==> src/logic/src_consts.vh <==
// constants for the system reset controller: pulse qualifiers, delay counts, fuse codes
// assumes a 125 MHz system clock; included by the reset controller module src_reset_ctrl
//
// Summary of operation
// [RL1] while reset is active, I/O registers load initial values; fetch restarts at reset vector
// [RL2] any active source forces port reset state at once, without a clock (here power-on only; pin, brown-out and watchdog requests are clocked)
// [RL3] after all sources clear, internal reset stretches by fuse-selected delay count
// [RL4] four sources: power-on, external pin, watchdog expiry, brown-out
// [RL5] pin low longer than minimum width resets even clockless; short pulses may not (the pin qualifier here counts on clk_sys_i)
// [RL6] pin release starts delay count; reset leaves only after the time-out
// [RL7] watchdog expiry while watchdog enabled causes a reset
// [RL8] power-on holds reset below level, starts delay above it, reasserts at once
// [RL9] three-bit brown-out level fuse: 111 off, other codes pick trigger level
// [RL10] enabled brown-out detector below lower level asserts reset immediately
// [RL11] brown-out indication must persist the qualification time before it resets
// [RL12] supply back above upper level runs delay count before reset release
// [RL13] enabled watchdog stays enabled and running in every sleep mode
// [RL14] sleep with I/O and ADC clocks stopped disables input buffers except wake-up pins
// [RL15] per-pin digital input disable bits block that pin's input buffer
// [RL16] debug fuse programmed keeps main clock source running in all sleep modes
// [RL17] watchdog gives one-cycle reset pulse; delay starts at its falling edge
// [RL18] each source sets its flag; power-on clears others; software writes zero to clear
// [RL19] reset request is OR of sources; reassertion during delay restarts count from zero
`ifndef SRC_CONSTS_VH
`define SRC_CONSTS_VH

`define SRC_CLK_MHZ          125
`define SRC_PIN_MIN_NS       400
`define SRC_PIN_MIN_CYC      ((`SRC_PIN_MIN_NS * `SRC_CLK_MHZ + 999) / 1000)
`define SRC_BOD_MIN_US       2
`define SRC_BOD_MIN_CYC      (`SRC_BOD_MIN_US * `SRC_CLK_MHZ)
`define SRC_BOD_OFF          3'b111
`define SRC_FLAG_WDOG        3
`define SRC_FLAG_BOD         2
`define SRC_FLAG_PIN         1
`define SRC_FLAG_POR         0
`define SRC_TOUT_SHORT_CYC   16
`define SRC_TOUT_MID_CYC     512
`define SRC_TOUT_LONG_CYC    4096
`define SRC_TOUT_XLONG_CYC   8192

`endif

==> src/logic/src_qualify.v <==
// qualifies an active-high request: it must stay active for MIN_CYC clocks before it counts
// assumes the input is synchronous to clk_sys_i
`timescale 1ns/10ps
module src_qualify #(
    parameter MIN_CYC = 50,
    parameter CW      = 12
) (
    input  wire clk_sys_i,   // system clock
    input  wire rstn_i,      // async reset, active low
    input  wire req_i,       // raw request, active high
    output wire hit_o        // request held long enough
);
    reg [CW-1:0] cnt_reg;
    reg          hit_reg;

    always @(posedge clk_sys_i or negedge rstn_i) begin
        if (!rstn_i) begin
            cnt_reg <= {CW{1'b0}};
            hit_reg <= 1'b0;
        end else if (!req_i) begin
            cnt_reg <= {CW{1'b0}};
            hit_reg <= 1'b0;
        end else if (cnt_reg == MIN_CYC[CW-1:0] - 1'b1) begin
            hit_reg <= 1'b1;
        end else begin
            cnt_reg <= cnt_reg + 1'b1;
        end
    end

    assign hit_o = hit_reg;
endmodule // src_qualify

==> src/logic/src_delay.v <==
// stretches internal reset: counts the time-out after the request goes away
// restarts from zero whenever the request comes back
`timescale 1ns/10ps
module src_delay #(
    parameter CW = 16
) (
    input  wire          clk_sys_i,   // system clock
    input  wire          rstn_i,      // async reset, active low
    input  wire          req_i,       // combined reset request
    input  wire [CW-1:0] tout_i,      // time-out in cycles
    output wire          hold_o       // stretched reset, active high
);
    reg [CW-1:0] cnt_reg;
    reg          hold_reg;

    always @(posedge clk_sys_i or negedge rstn_i) begin
        if (!rstn_i) begin
            cnt_reg  <= {CW{1'b0}};
            hold_reg <= 1'b1;
        end else if (req_i) begin
            // [RL19] restart from zero
            cnt_reg  <= {CW{1'b0}};
            hold_reg <= 1'b1;
        end else if (hold_reg) begin
            // [RL3] time-out count
            if (cnt_reg >= tout_i - 1'b1)
                hold_reg <= 1'b0;
            else
                cnt_reg <= cnt_reg + 1'b1;
        end
    end

    assign hold_o = hold_reg;
endmodule // src_delay

==> src/logic/src_reset_ctrl.v <==
// system reset controller: merges power-on, pin, watchdog and brown-out into one reset
// assumes synchronous monitor inputs; rstn_i is the chip's power-up reset of this logic
`timescale 1ns/10ps
`include "src_consts.vh"
module src_reset_ctrl #(
    parameter NPIN = 16,
    parameter CW   = 16,
    parameter TOUT_XLONG = `SRC_TOUT_XLONG_CYC
) (
    input  wire            clk_sys_i,               // system clock
    input  wire            rstn_i,                  // async reset, active low
    input  wire            por_low_i,               // supply below power-on level
    input  wire            pin_rstn_i,              // external reset pin, active low
    input  wire            wdog_expire_i,           // watchdog period expired, pulse
    input  wire            wdog_en_i,               // watchdog enabled
    input  wire            bod_low_i,               // supply below lower brown-out level
    input  wire [2:0]      brownout_level_fuse_i,   // brown-out trigger level code
    input  wire [1:0]      startup_time_fuse_i,     // start-up time select
    input  wire [3:0]      clock_select_fuse_i,     // clock source select
    input  wire            debug_enable_fuse_i,     // on-chip debug enabled
    input  wire            sleep_i,                 // core is in a sleep mode
    input  wire            io_clk_stop_i,           // I/O clock stopped in sleep
    input  wire            adc_clk_stop_i,          // ADC clock stopped in sleep
    input  wire [NPIN-1:0] wake_pins_i,             // pins needed for wake-up
    input  wire [7:0]      input_disable_reg_lo_i,  // digital input disable, low pins
    input  wire [NPIN-9:0] input_disable_reg_hi_i,  // digital input disable, high pins
    input  wire [3:0]      flag_clr_i,              // write strobe: clear flag bits
    output wire            port_rst_o,              // asynchronous port reset, active high
    output wire            core_rst_o,              // stretched internal reset, active high
    output reg  [3:0]      reset_flags_o,           // watchdog, brown-out, pin, power-on
    output reg  [NPIN-1:0] inbuf_en_o,              // pin input buffer enables
    output reg  [2:0]      bod_sel_o,               // brown-out level code to comparator
    output reg             bod_en_o,                // brown-out detector enabled
    output reg             wdog_run_o,              // watchdog keeps running
    output reg             main_clk_keep_o          // main clock kept running in sleep
);
    wire pin_hit;
    wire bod_hit;
    wire pin_req;
    wire bod_req;
    wire wdog_pulse;
    wire any_req;
    wire hold;
    reg  [CW-1:0] tout;
    reg  [3:0]    flags_next;
    reg           wdog_pulse_reg;

    // time-out counts declared at counter width so the selector never truncates
    localparam [CW-1:0] T_SHORT = `SRC_TOUT_SHORT_CYC;
    localparam [CW-1:0] T_MID   = `SRC_TOUT_MID_CYC;
    localparam [CW-1:0] T_LONG  = `SRC_TOUT_LONG_CYC;
    localparam [CW-1:0] T_XLONG = TOUT_XLONG;

    // [RL5] pin pulse qualifier
    src_qualify #(.MIN_CYC(`SRC_PIN_MIN_CYC), .CW(12)) u_pin (
        .clk_sys_i (clk_sys_i),
        .rstn_i    (rstn_i),
        .req_i     (~pin_rstn_i),
        .hit_o     (pin_hit)
    );

    // [RL11] brown-out qualification
    src_qualify #(.MIN_CYC(`SRC_BOD_MIN_CYC), .CW(12)) u_bod (
        .clk_sys_i (clk_sys_i),
        .rstn_i    (rstn_i),
        .req_i     (bod_low_i & bod_en_o),
        .hit_o     (bod_hit)
    );

    // [RL9] fuse coding: 111 disables detection
    always @* begin
        bod_sel_o = brownout_level_fuse_i;
        bod_en_o  = (brownout_level_fuse_i != `SRC_BOD_OFF);
    end

    // [RL6] pin request persists until pin returns high
    assign pin_req = pin_hit & ~pin_rstn_i;
    // [RL10] immediate once qualified; [RL12] released when supply recovers
    assign bod_req = bod_hit & bod_low_i & bod_en_o;

    // [RL17] one-cycle watchdog reset pulse
    always @(posedge clk_sys_i or negedge rstn_i) begin
        if (!rstn_i)
            wdog_pulse_reg <= 1'b0;
        else
            wdog_pulse_reg <= wdog_expire_i & wdog_en_i & ~wdog_pulse_reg;
    end
    // [RL7] only when enabled
    assign wdog_pulse = wdog_pulse_reg;

    // [RL4] four sources; [RL19] OR of active sources
    assign any_req = por_low_i | pin_req | wdog_pulse | bod_req;

    // [RL2] ports reset at once, no clock needed for power-on; pin, brown-out and watchdog requests are clocked; [RL8] power-on without delay
    assign port_rst_o = ~rstn_i | por_low_i | pin_req | bod_req | wdog_pulse | hold;

    // [RL3] time-out from start-up and clock-select fuses
    always @* begin
        case (startup_time_fuse_i)
            2'b00:   tout = T_SHORT;
            2'b01:   tout = T_MID;
            2'b10:   tout = T_LONG;
            default: tout = T_XLONG;
        endcase
        // external clock options skip the long oscillator start-up
        if (clock_select_fuse_i == 4'h0)
            tout = T_SHORT;
    end

    // [RL17] delay counts once the pulse falls; [RL8] power-on starts delay
    src_delay #(.CW(CW)) u_delay (
        .clk_sys_i (clk_sys_i),
        .rstn_i    (rstn_i),
        .req_i     (any_req),
        .tout_i    (tout),
        .hold_o    (hold)
    );

    // [RL1] core and I/O registers held in reset, restart at reset vector on release
    assign core_rst_o = any_req | hold;

    // [RL18] status flags: set wins over clear
    always @* begin
        flags_next = reset_flags_o & ~flag_clr_i;
        if (por_low_i)
            flags_next = 4'h1;
        else begin
            if (wdog_pulse)
                flags_next[`SRC_FLAG_WDOG] = 1'b1;
            if (bod_req)
                flags_next[`SRC_FLAG_BOD] = 1'b1;
            if (pin_req)
                flags_next[`SRC_FLAG_PIN] = 1'b1;
        end
    end

    always @(posedge clk_sys_i or negedge rstn_i) begin
        if (!rstn_i)
            reset_flags_o <= 4'h1;
        else
            reset_flags_o <= flags_next;
    end

    // [RL13] [RL14] [RL15] [RL16] sleep effects
    always @(posedge clk_sys_i or negedge rstn_i) begin
        if (!rstn_i) begin
            inbuf_en_o      <= {NPIN{1'b1}};
            wdog_run_o      <= 1'b0;
            main_clk_keep_o <= 1'b0;
        end else begin
            // [RL13] enabled watchdog runs regardless of sleep
            wdog_run_o <= wdog_en_i;
            // [RL16] debug keeps clock in sleep
            main_clk_keep_o <= ~sleep_i | debug_enable_fuse_i;
            // [RL14] [RL15] buffer gating
            if (sleep_i & io_clk_stop_i & adc_clk_stop_i)
                inbuf_en_o <= wake_pins_i & ~{input_disable_reg_hi_i, input_disable_reg_lo_i};
            else
                inbuf_en_o <= ~{input_disable_reg_hi_i, input_disable_reg_lo_i};
        end
    end
endmodule // src_reset_ctrl

==> config.mk <==
export PLATFORM = sky130hd
export DESIGN_NAME = src_reset_ctrl
export DESIGN_NICKNAME = d
export VERILOG_FILES = /design/src/logic/src_qualify.v /design/src/logic/src_delay.v /design/src/logic/src_reset_ctrl.v
export VERILOG_INCLUDE_DIRS = /design/src /design/src/logic
export SDC_FILE = /design/constraint.sdc
export NUM_CORES = 1
export LEC_CHECK = 0
export ABC_AREA = 1
export BUFFER_PORTS_ARGS = -buffer_cell sky130_fd_sc_hd__buf_2
export CAP_MARGIN = 15
export CORE_UTILIZATION = 45
export DETAILED_ROUTE_END_ITERATION = 10
export PLACE_DENSITY_LB_ADDON = 0.05
export SYNTH_ARGS = -nofsm -noshare
export SYNTH_HDL_FRONTEND = slang
export SYNTH_HIERARCHICAL = 1
export SYNTH_SLANG_ARGS = --single-unit
export TNS_END_PERCENT = 50
==> constraint.sdc <==
create_clock -name clk_sys_i -period 2.3 [get_ports clk_sys_i]
set_clock_uncertainty 0.05 [all_clocks]
set_input_delay 0.115 -clock clk_sys_i [delete_from_list [all_inputs] [get_ports clk_sys_i]]
set_output_delay 0.115 -clock clk_sys_i [all_outputs]
set_load 0.01 [all_outputs]
Word level (Yosys, flattened, before mapping)
Index checks and enable logic that the tools add are counted.

cells by class
  bitwise logic cells = 26
  $lt $le $gt $ge = 1
  reduce and logical (&&, ||, !) cells = 5
  equal/unequal tests = 9
  add/subtract/negate cells = 4
  muxes and demuxes = 22

operators with widths
  cell                     number
  $mux W16                 5
  $mux W12                 4
  $pmux W14 S3             1
  $add A12 B1 Y12 const B  2
  $add A16 B1 Y16 const B  1
  $and A16 B16 Y16         1
  $ge A16 B16 Y1           1
  $not A16 Y16             1
  $sub A16 B1 Y16 const B  1
  $eq A12 B6 Y1 const B    1
  $eq A12 B8 Y1 const B    1
  $mux W1                  11
  $or A1 B1 Y1             10
  $and A1 B1 Y1            8
  $ne A2 B2 Y1 const B     4
  $and A4 B4 Y4            1
  $logic_not A4 Y1         1
  $not A1 Y1               4
  $not A4 Y4               1
  $reduce_bool A2 Y1       2
  $mux W3                  1
  $ne A3 B3 Y1 const B     1
  $eq A2 B1 Y1 const B     1
  $eq A2 B2 Y1 const B     1
  other kinds (2)          2

word-level totals
  logic and storage cells = 78
  input bits = 56
  output and inout port bits = 28
  flip-flop bits (word level) = 66

Depth between registers and ports, before layout
  depth after elaboration = 8
  mapped depth = 20
  mapped depth without buffers = 19

Cells and area by module
The synthesis kept the hierarchy.

by module, submodules not included
  module                times used  area each (µm²)  seq. area each (µm²)  cells an instance
  src_delay             1           1850.5           426.7                 273
  src_reset_ctrl        1           945.9            596.8                 103
  src_qualify at u_pin  1           735.7            325.3                 100
  src_qualify at u_bod  1           723.2            325.3                 99

Least setup slack after synthesis
No wires, ideal clock.

  kind = in2reg
  start point = in clock_select_fuse_i[3]
  end point = reg u_delay.cnt_reg[2]
  data required time = 2.132 ns
  setup time = 0.118 ns
  cell stages on the path = 19
  arrival time = 2.199 ns
  path slack = -0.067 ns
  buffers on the path = 1
  cell sequence = nor2_1 nand2_1 o21ai_0 nor2_1 nand2_1 nor3_2 nand3_1 xnor2_1 inv_1 ha_1 nand2_1 inv_2 o21ai_2 nand3_1 nor2_4 nand2_4 buf_8 nand3_1 nand2_1

between the ends
  longest elaborated chain between the ends = 6

ends and longest elaborated chain
  item                         line                  text
  start, declared              src_reset_ctrl.v:19   input wire [3:0] clock_select_fuse_i,
  $logic_not A4 Y1             src_reset_ctrl.v:106  if (clock_select_fuse_i == 4'h0)
  $mux W16                     src_reset_ctrl.v:106
  via tout[4]                  src_reset_ctrl.v:44   reg [CW-1:0] tout;
  $sub A16 B1 Y16              src_delay.v:26        if (cnt_reg >= tout_i - 1'b1)
  $ge A16 B16 Y1               src_delay.v:26
  $ne A2 B2 Y1 (no line)       --
  $reduce_and A2 Y1 (no line)  --
  end signal, assigned         src_delay.v:18        cnt_reg <= {CW{1'b0}};
  end signal, assigned         src_delay.v:22        cnt_reg <= {CW{1'b0}};
  end signal, assigned         src_delay.v:29        cnt_reg <= cnt_reg + 1'b1;
  end, declared                src_delay.v:13        reg [CW-1:0] cnt_reg;

The timed path passes the listed nets, and every way through them passes these cells.
A chain may end at the register's enable or synchronous reset.

Final worst setup path
  start point = in clock_select_fuse_i[0]
  end point = reg u_delay.cnt_reg[10]

The elaborated chain is that of the path after synthesis.

==> flow_summary.json <==
{
  "worstPathRequired_ns": 2.46,
  "pwr-share-comb": 0.147,
  "regToRegEndpoint": "u_delay/cnt_reg[2]",
  "clock_latency_ns": 0.33,
  "reg2reg_depth": 9,
  "sw_frac_of_total": 0.2579,
  "post-dp-hpwl_um": 6845,
  "routed_wl_um": 10030,
  "holdPathStages": 3,
  "coreArea_um2": 9196,
  "grt_pass1_vias": 3891,
  "netSwitchingPower_mw": 0.6577,
  "worst-endpoint-arrival_ns": 2.44,
  "syn2layout_area_growth_pct": 34.25,
  "timing.rr.start": "u_delay/cnt_reg[7]",
  "critPathKind": "in -> reg",
  "worst_hold_path.endpoint": "reset_flags_o[1]",
  "drc": 0,
  "start_util": 0.4627,
  "multi_input_area_um2": 2357,
  "synthTopCellsByCount": "nand2_1, nor2_1, inv_1",
  "drtIter0Drc": 171,
  "worst_setup_path_start_kind": "input pin",
  "fin_nets": 829,
  "grt_antenna_before_repair": 0,
  "synthMostInstantiatedCell": "nand2_1",
  "yosysTopAreaCellShare": 0.2823,
  "synthTopCellsByArea": "dfrtp_1, dfstp_2, nand2_1",
  "synth_warnings": 6,
  "worst_setup_path_end_kind": "register",
  "power_density_nw_per_um2": 446.4,
  "diodes": 0,
  "rrSetupSlack_ns": 0.49,
  "place_ws_ns": -0.2402,
  "clkPwrFrac": 0.370,
  "ir_worst_vdd_mv": 0.2800,
  "grt-ovfl-total": 0,
  "cts_max_level": 3,
  "grt_max_degree": 67,
  "min_period_ns": 2.282,
  "fin_ws_ns": 0.01815,
  "dieArea_um2": 9850,
  "ios": 84,
  "wl_per_cell_um": 11.56,
  "outcome": "finished clean",
  "avgSynthCellArea_um2": 7.401,
  "synth-seq-area-share": 0.3934,
  "clk_path_buf_depth": 2,
  "first_pass_iters": 4,
  "regArea_um2": 1674,
  "die_width_um": 99.25,
  "viasPerCell": 4.780,
  "dominantRegCellSynth": "dfrtp_1",
  "root_buffer": "clkbuf_8",
  "rows": 35,
  "drv_cap": 0,
  "cts_sinks": 66,
  "max_freq_mhz": 438.2,
  "die_h_um": 99.25,
  "layout-drive-gt1-share": 0.2315,
  "nFillCells": 833,
  "power_frac_seq": 0.483,
  "max_slew.worst_pin.slew_ns": 0.8175,
  "synth-seq-cells": 66,
  "power_mw": 2.550,
  "synth_area_leader_cell": "dfrtp_1",
  "synth_area_um2": 4255,
  "vias": 4144,
  "setup_viol": 0,
  "grt_util_all_layers": 0.2104,
  "io_buffer_count": 83,
  "maxSlewViolCount": 0,
  "cts_tree": "built",
  "cts.clk_slew.worst_paths_ns": 0.08,
  "worstHoldPathType": "in -> reg",
  "drt.antenna.violating_nets": 0,
  "min_from": "flag_clr_i[1]",
  "synth_edf_count": 0,
  "synthDistinctLibCells": 34,
  "grt_setup_unrepaired": "yes",
  "syn_inst": 575,
  "synthArstFlopShare": 1.000,
  "hold_ws_ns": 0.04002,
  "p_leak_nw": 3.048,
  "crit_fanout": 9,
  "place_congestion": 0.8304,
  "timing_hold_violations_final": 0,
  "internal_power_mw": 1.892,
  "grt_pass1_wl_um": 16810,
  "cts_buffers": 9,
  "fin_crit_sh": 0.9921,
  "maxSlewHeadroom": 0.4550
}
-- worst max path at each step --
stage                           startpoint                  end  slack [ns]  cells past startpoint
floorplan           clock_select_fuse_i[3]   u_delay/cnt_reg[2]        0.03                     20
global placement    clock_select_fuse_i[3]  u_delay/cnt_reg[14]       -0.13                     19
CTS                 clock_select_fuse_i[3]   u_delay/cnt_reg[9]        0.09                     19
global route        clock_select_fuse_i[3]  u_delay/cnt_reg[10]       -0.19                     20
finish              clock_select_fuse_i[0]  u_delay/cnt_reg[10]        0.02                     21
detailed placement  clock_select_fuse_i[3]   u_delay/cnt_reg[9]       -0.24                     19
-- cell type report --
class,instances,share of cell area
clock inverters,4,0.009198
well taps,111,0.02431
inverters,85,0.05585
multi-input cells,441,0.4126
repair buffers,148,0.1813
flip-flops and latches,66,0.2930
clock buffers,12,0.02365
-- kinds of logic (layout without fill, tap and decap cells) --
| family | after synthesis | count (layout) | synth area share |
|---|---|---|---|
| AND/OR/NAND/NOR | 326 | 327 | 0.3440 |
| buffers and inverters | 97 | 249 | 0.09615 |
| flip-flops | 66 | 66 | 0.3934 |
| AO/OA/AOI/OAI | 37 | 37 | 0.04734 |
| XOR/XNOR | 26 | 26 | 0.05351 |
| adder cells (fa/ha/maj) | 22 | 22 | 0.06469 |
| other | 1 | 29 | 0.0008812 |
-- timing repair --
action                                  4_1_cts  5_1_grt
hold buffers                                 41        0
resized for setup                             0       21
buffers inserted                              0        7
endpoints found under the hold margin        54        0
endpoints found under the setup margin        0       17
-- worst max-delay path, cell delays in order --
cell and delay (ns):
buf_6 0.09, nor2_4 0.09, nand2_2 0.08, nand2_2 0.09, nor2_4 0.04, nor2_1 0.09, nand3_1 0.10, nor3_2 0.22
buf_4 0.15, nand2_2 0.04, xor2_1 0.14, ha_1 0.33, nand2_1 0.07, inv_1 0.04, o21ai_2 0.13, nand3_2 0.11
nor2_4 0.15, buf_4 0.16, nand2_8 0.07, nand3_1 0.07, nand2_1 0.07
-- per-layer routing --
| layer | global-route usage | part of all wire | vias to the layer above |
|---|---|---|---|
| met4 | 0.03733 | 0.0033 | 0 |
| met5 | 0 | 0 | - |
| met1 | 0.2708 | 0.46 | 1922 |
| met3 | 0.04779 | 0.044 | 4 |
| met2 | 0.3659 | 0.50 | 80 |
| li1 | - | - | 2138 |
-- metrics by stage --
| stage | cell area (um2) | std cells | TNS [ns] | utilization |
|---|---|---|---|---|
| 5_1_grt | 5713 | 867 | -2.458 | 0.6212 |
| 6_report | 5713 | 867 | 0 | 0.6212 |
| 4_1_cts | 5550 | 859 | 0 | 0.6035 |
| 2_1_floorplan | 4360 | 603 | 0 | - |
| 3_3_place_gp | 4952 | 802 | -2.135 | 0.5385 |
| 3_5_place_dp | 4952 | 802 | -3.710 | 0.5385 |
-- layout by cell type (no fill, tap or decap), drive strengths merged, types with 3 or more instances in the layout --
cell / count
a21oi: 22
buf: 107
clkbuf: 12
clkinv: 3
conb: 29
dfrtp: 48
dfstp: 18
dlygate4sd3: 41
ha: 22
inv: 85
nand2: 129
nand3: 48
nand4: 28
nor2: 114
nor3: 5
o21ai: 13
xnor2: 5
xor2: 21
-- power by group through the flow --
stage / logic, mW / registers, mW / clock network [mW]
2_1_floorplan: 0.159 / 1.26 / 0
3_3_place_gp: 0.295 / 1.25 / 0
3_5_place_dp: 0.302 / 1.25 / 0
4_1_cts: 0.356 / 1.23 / 0.984
5_1_grt: 0.426 / 1.24 / 1.03
6_report: 0.376 / 1.23 / 0.943
(Power assumes the default switching activity.)
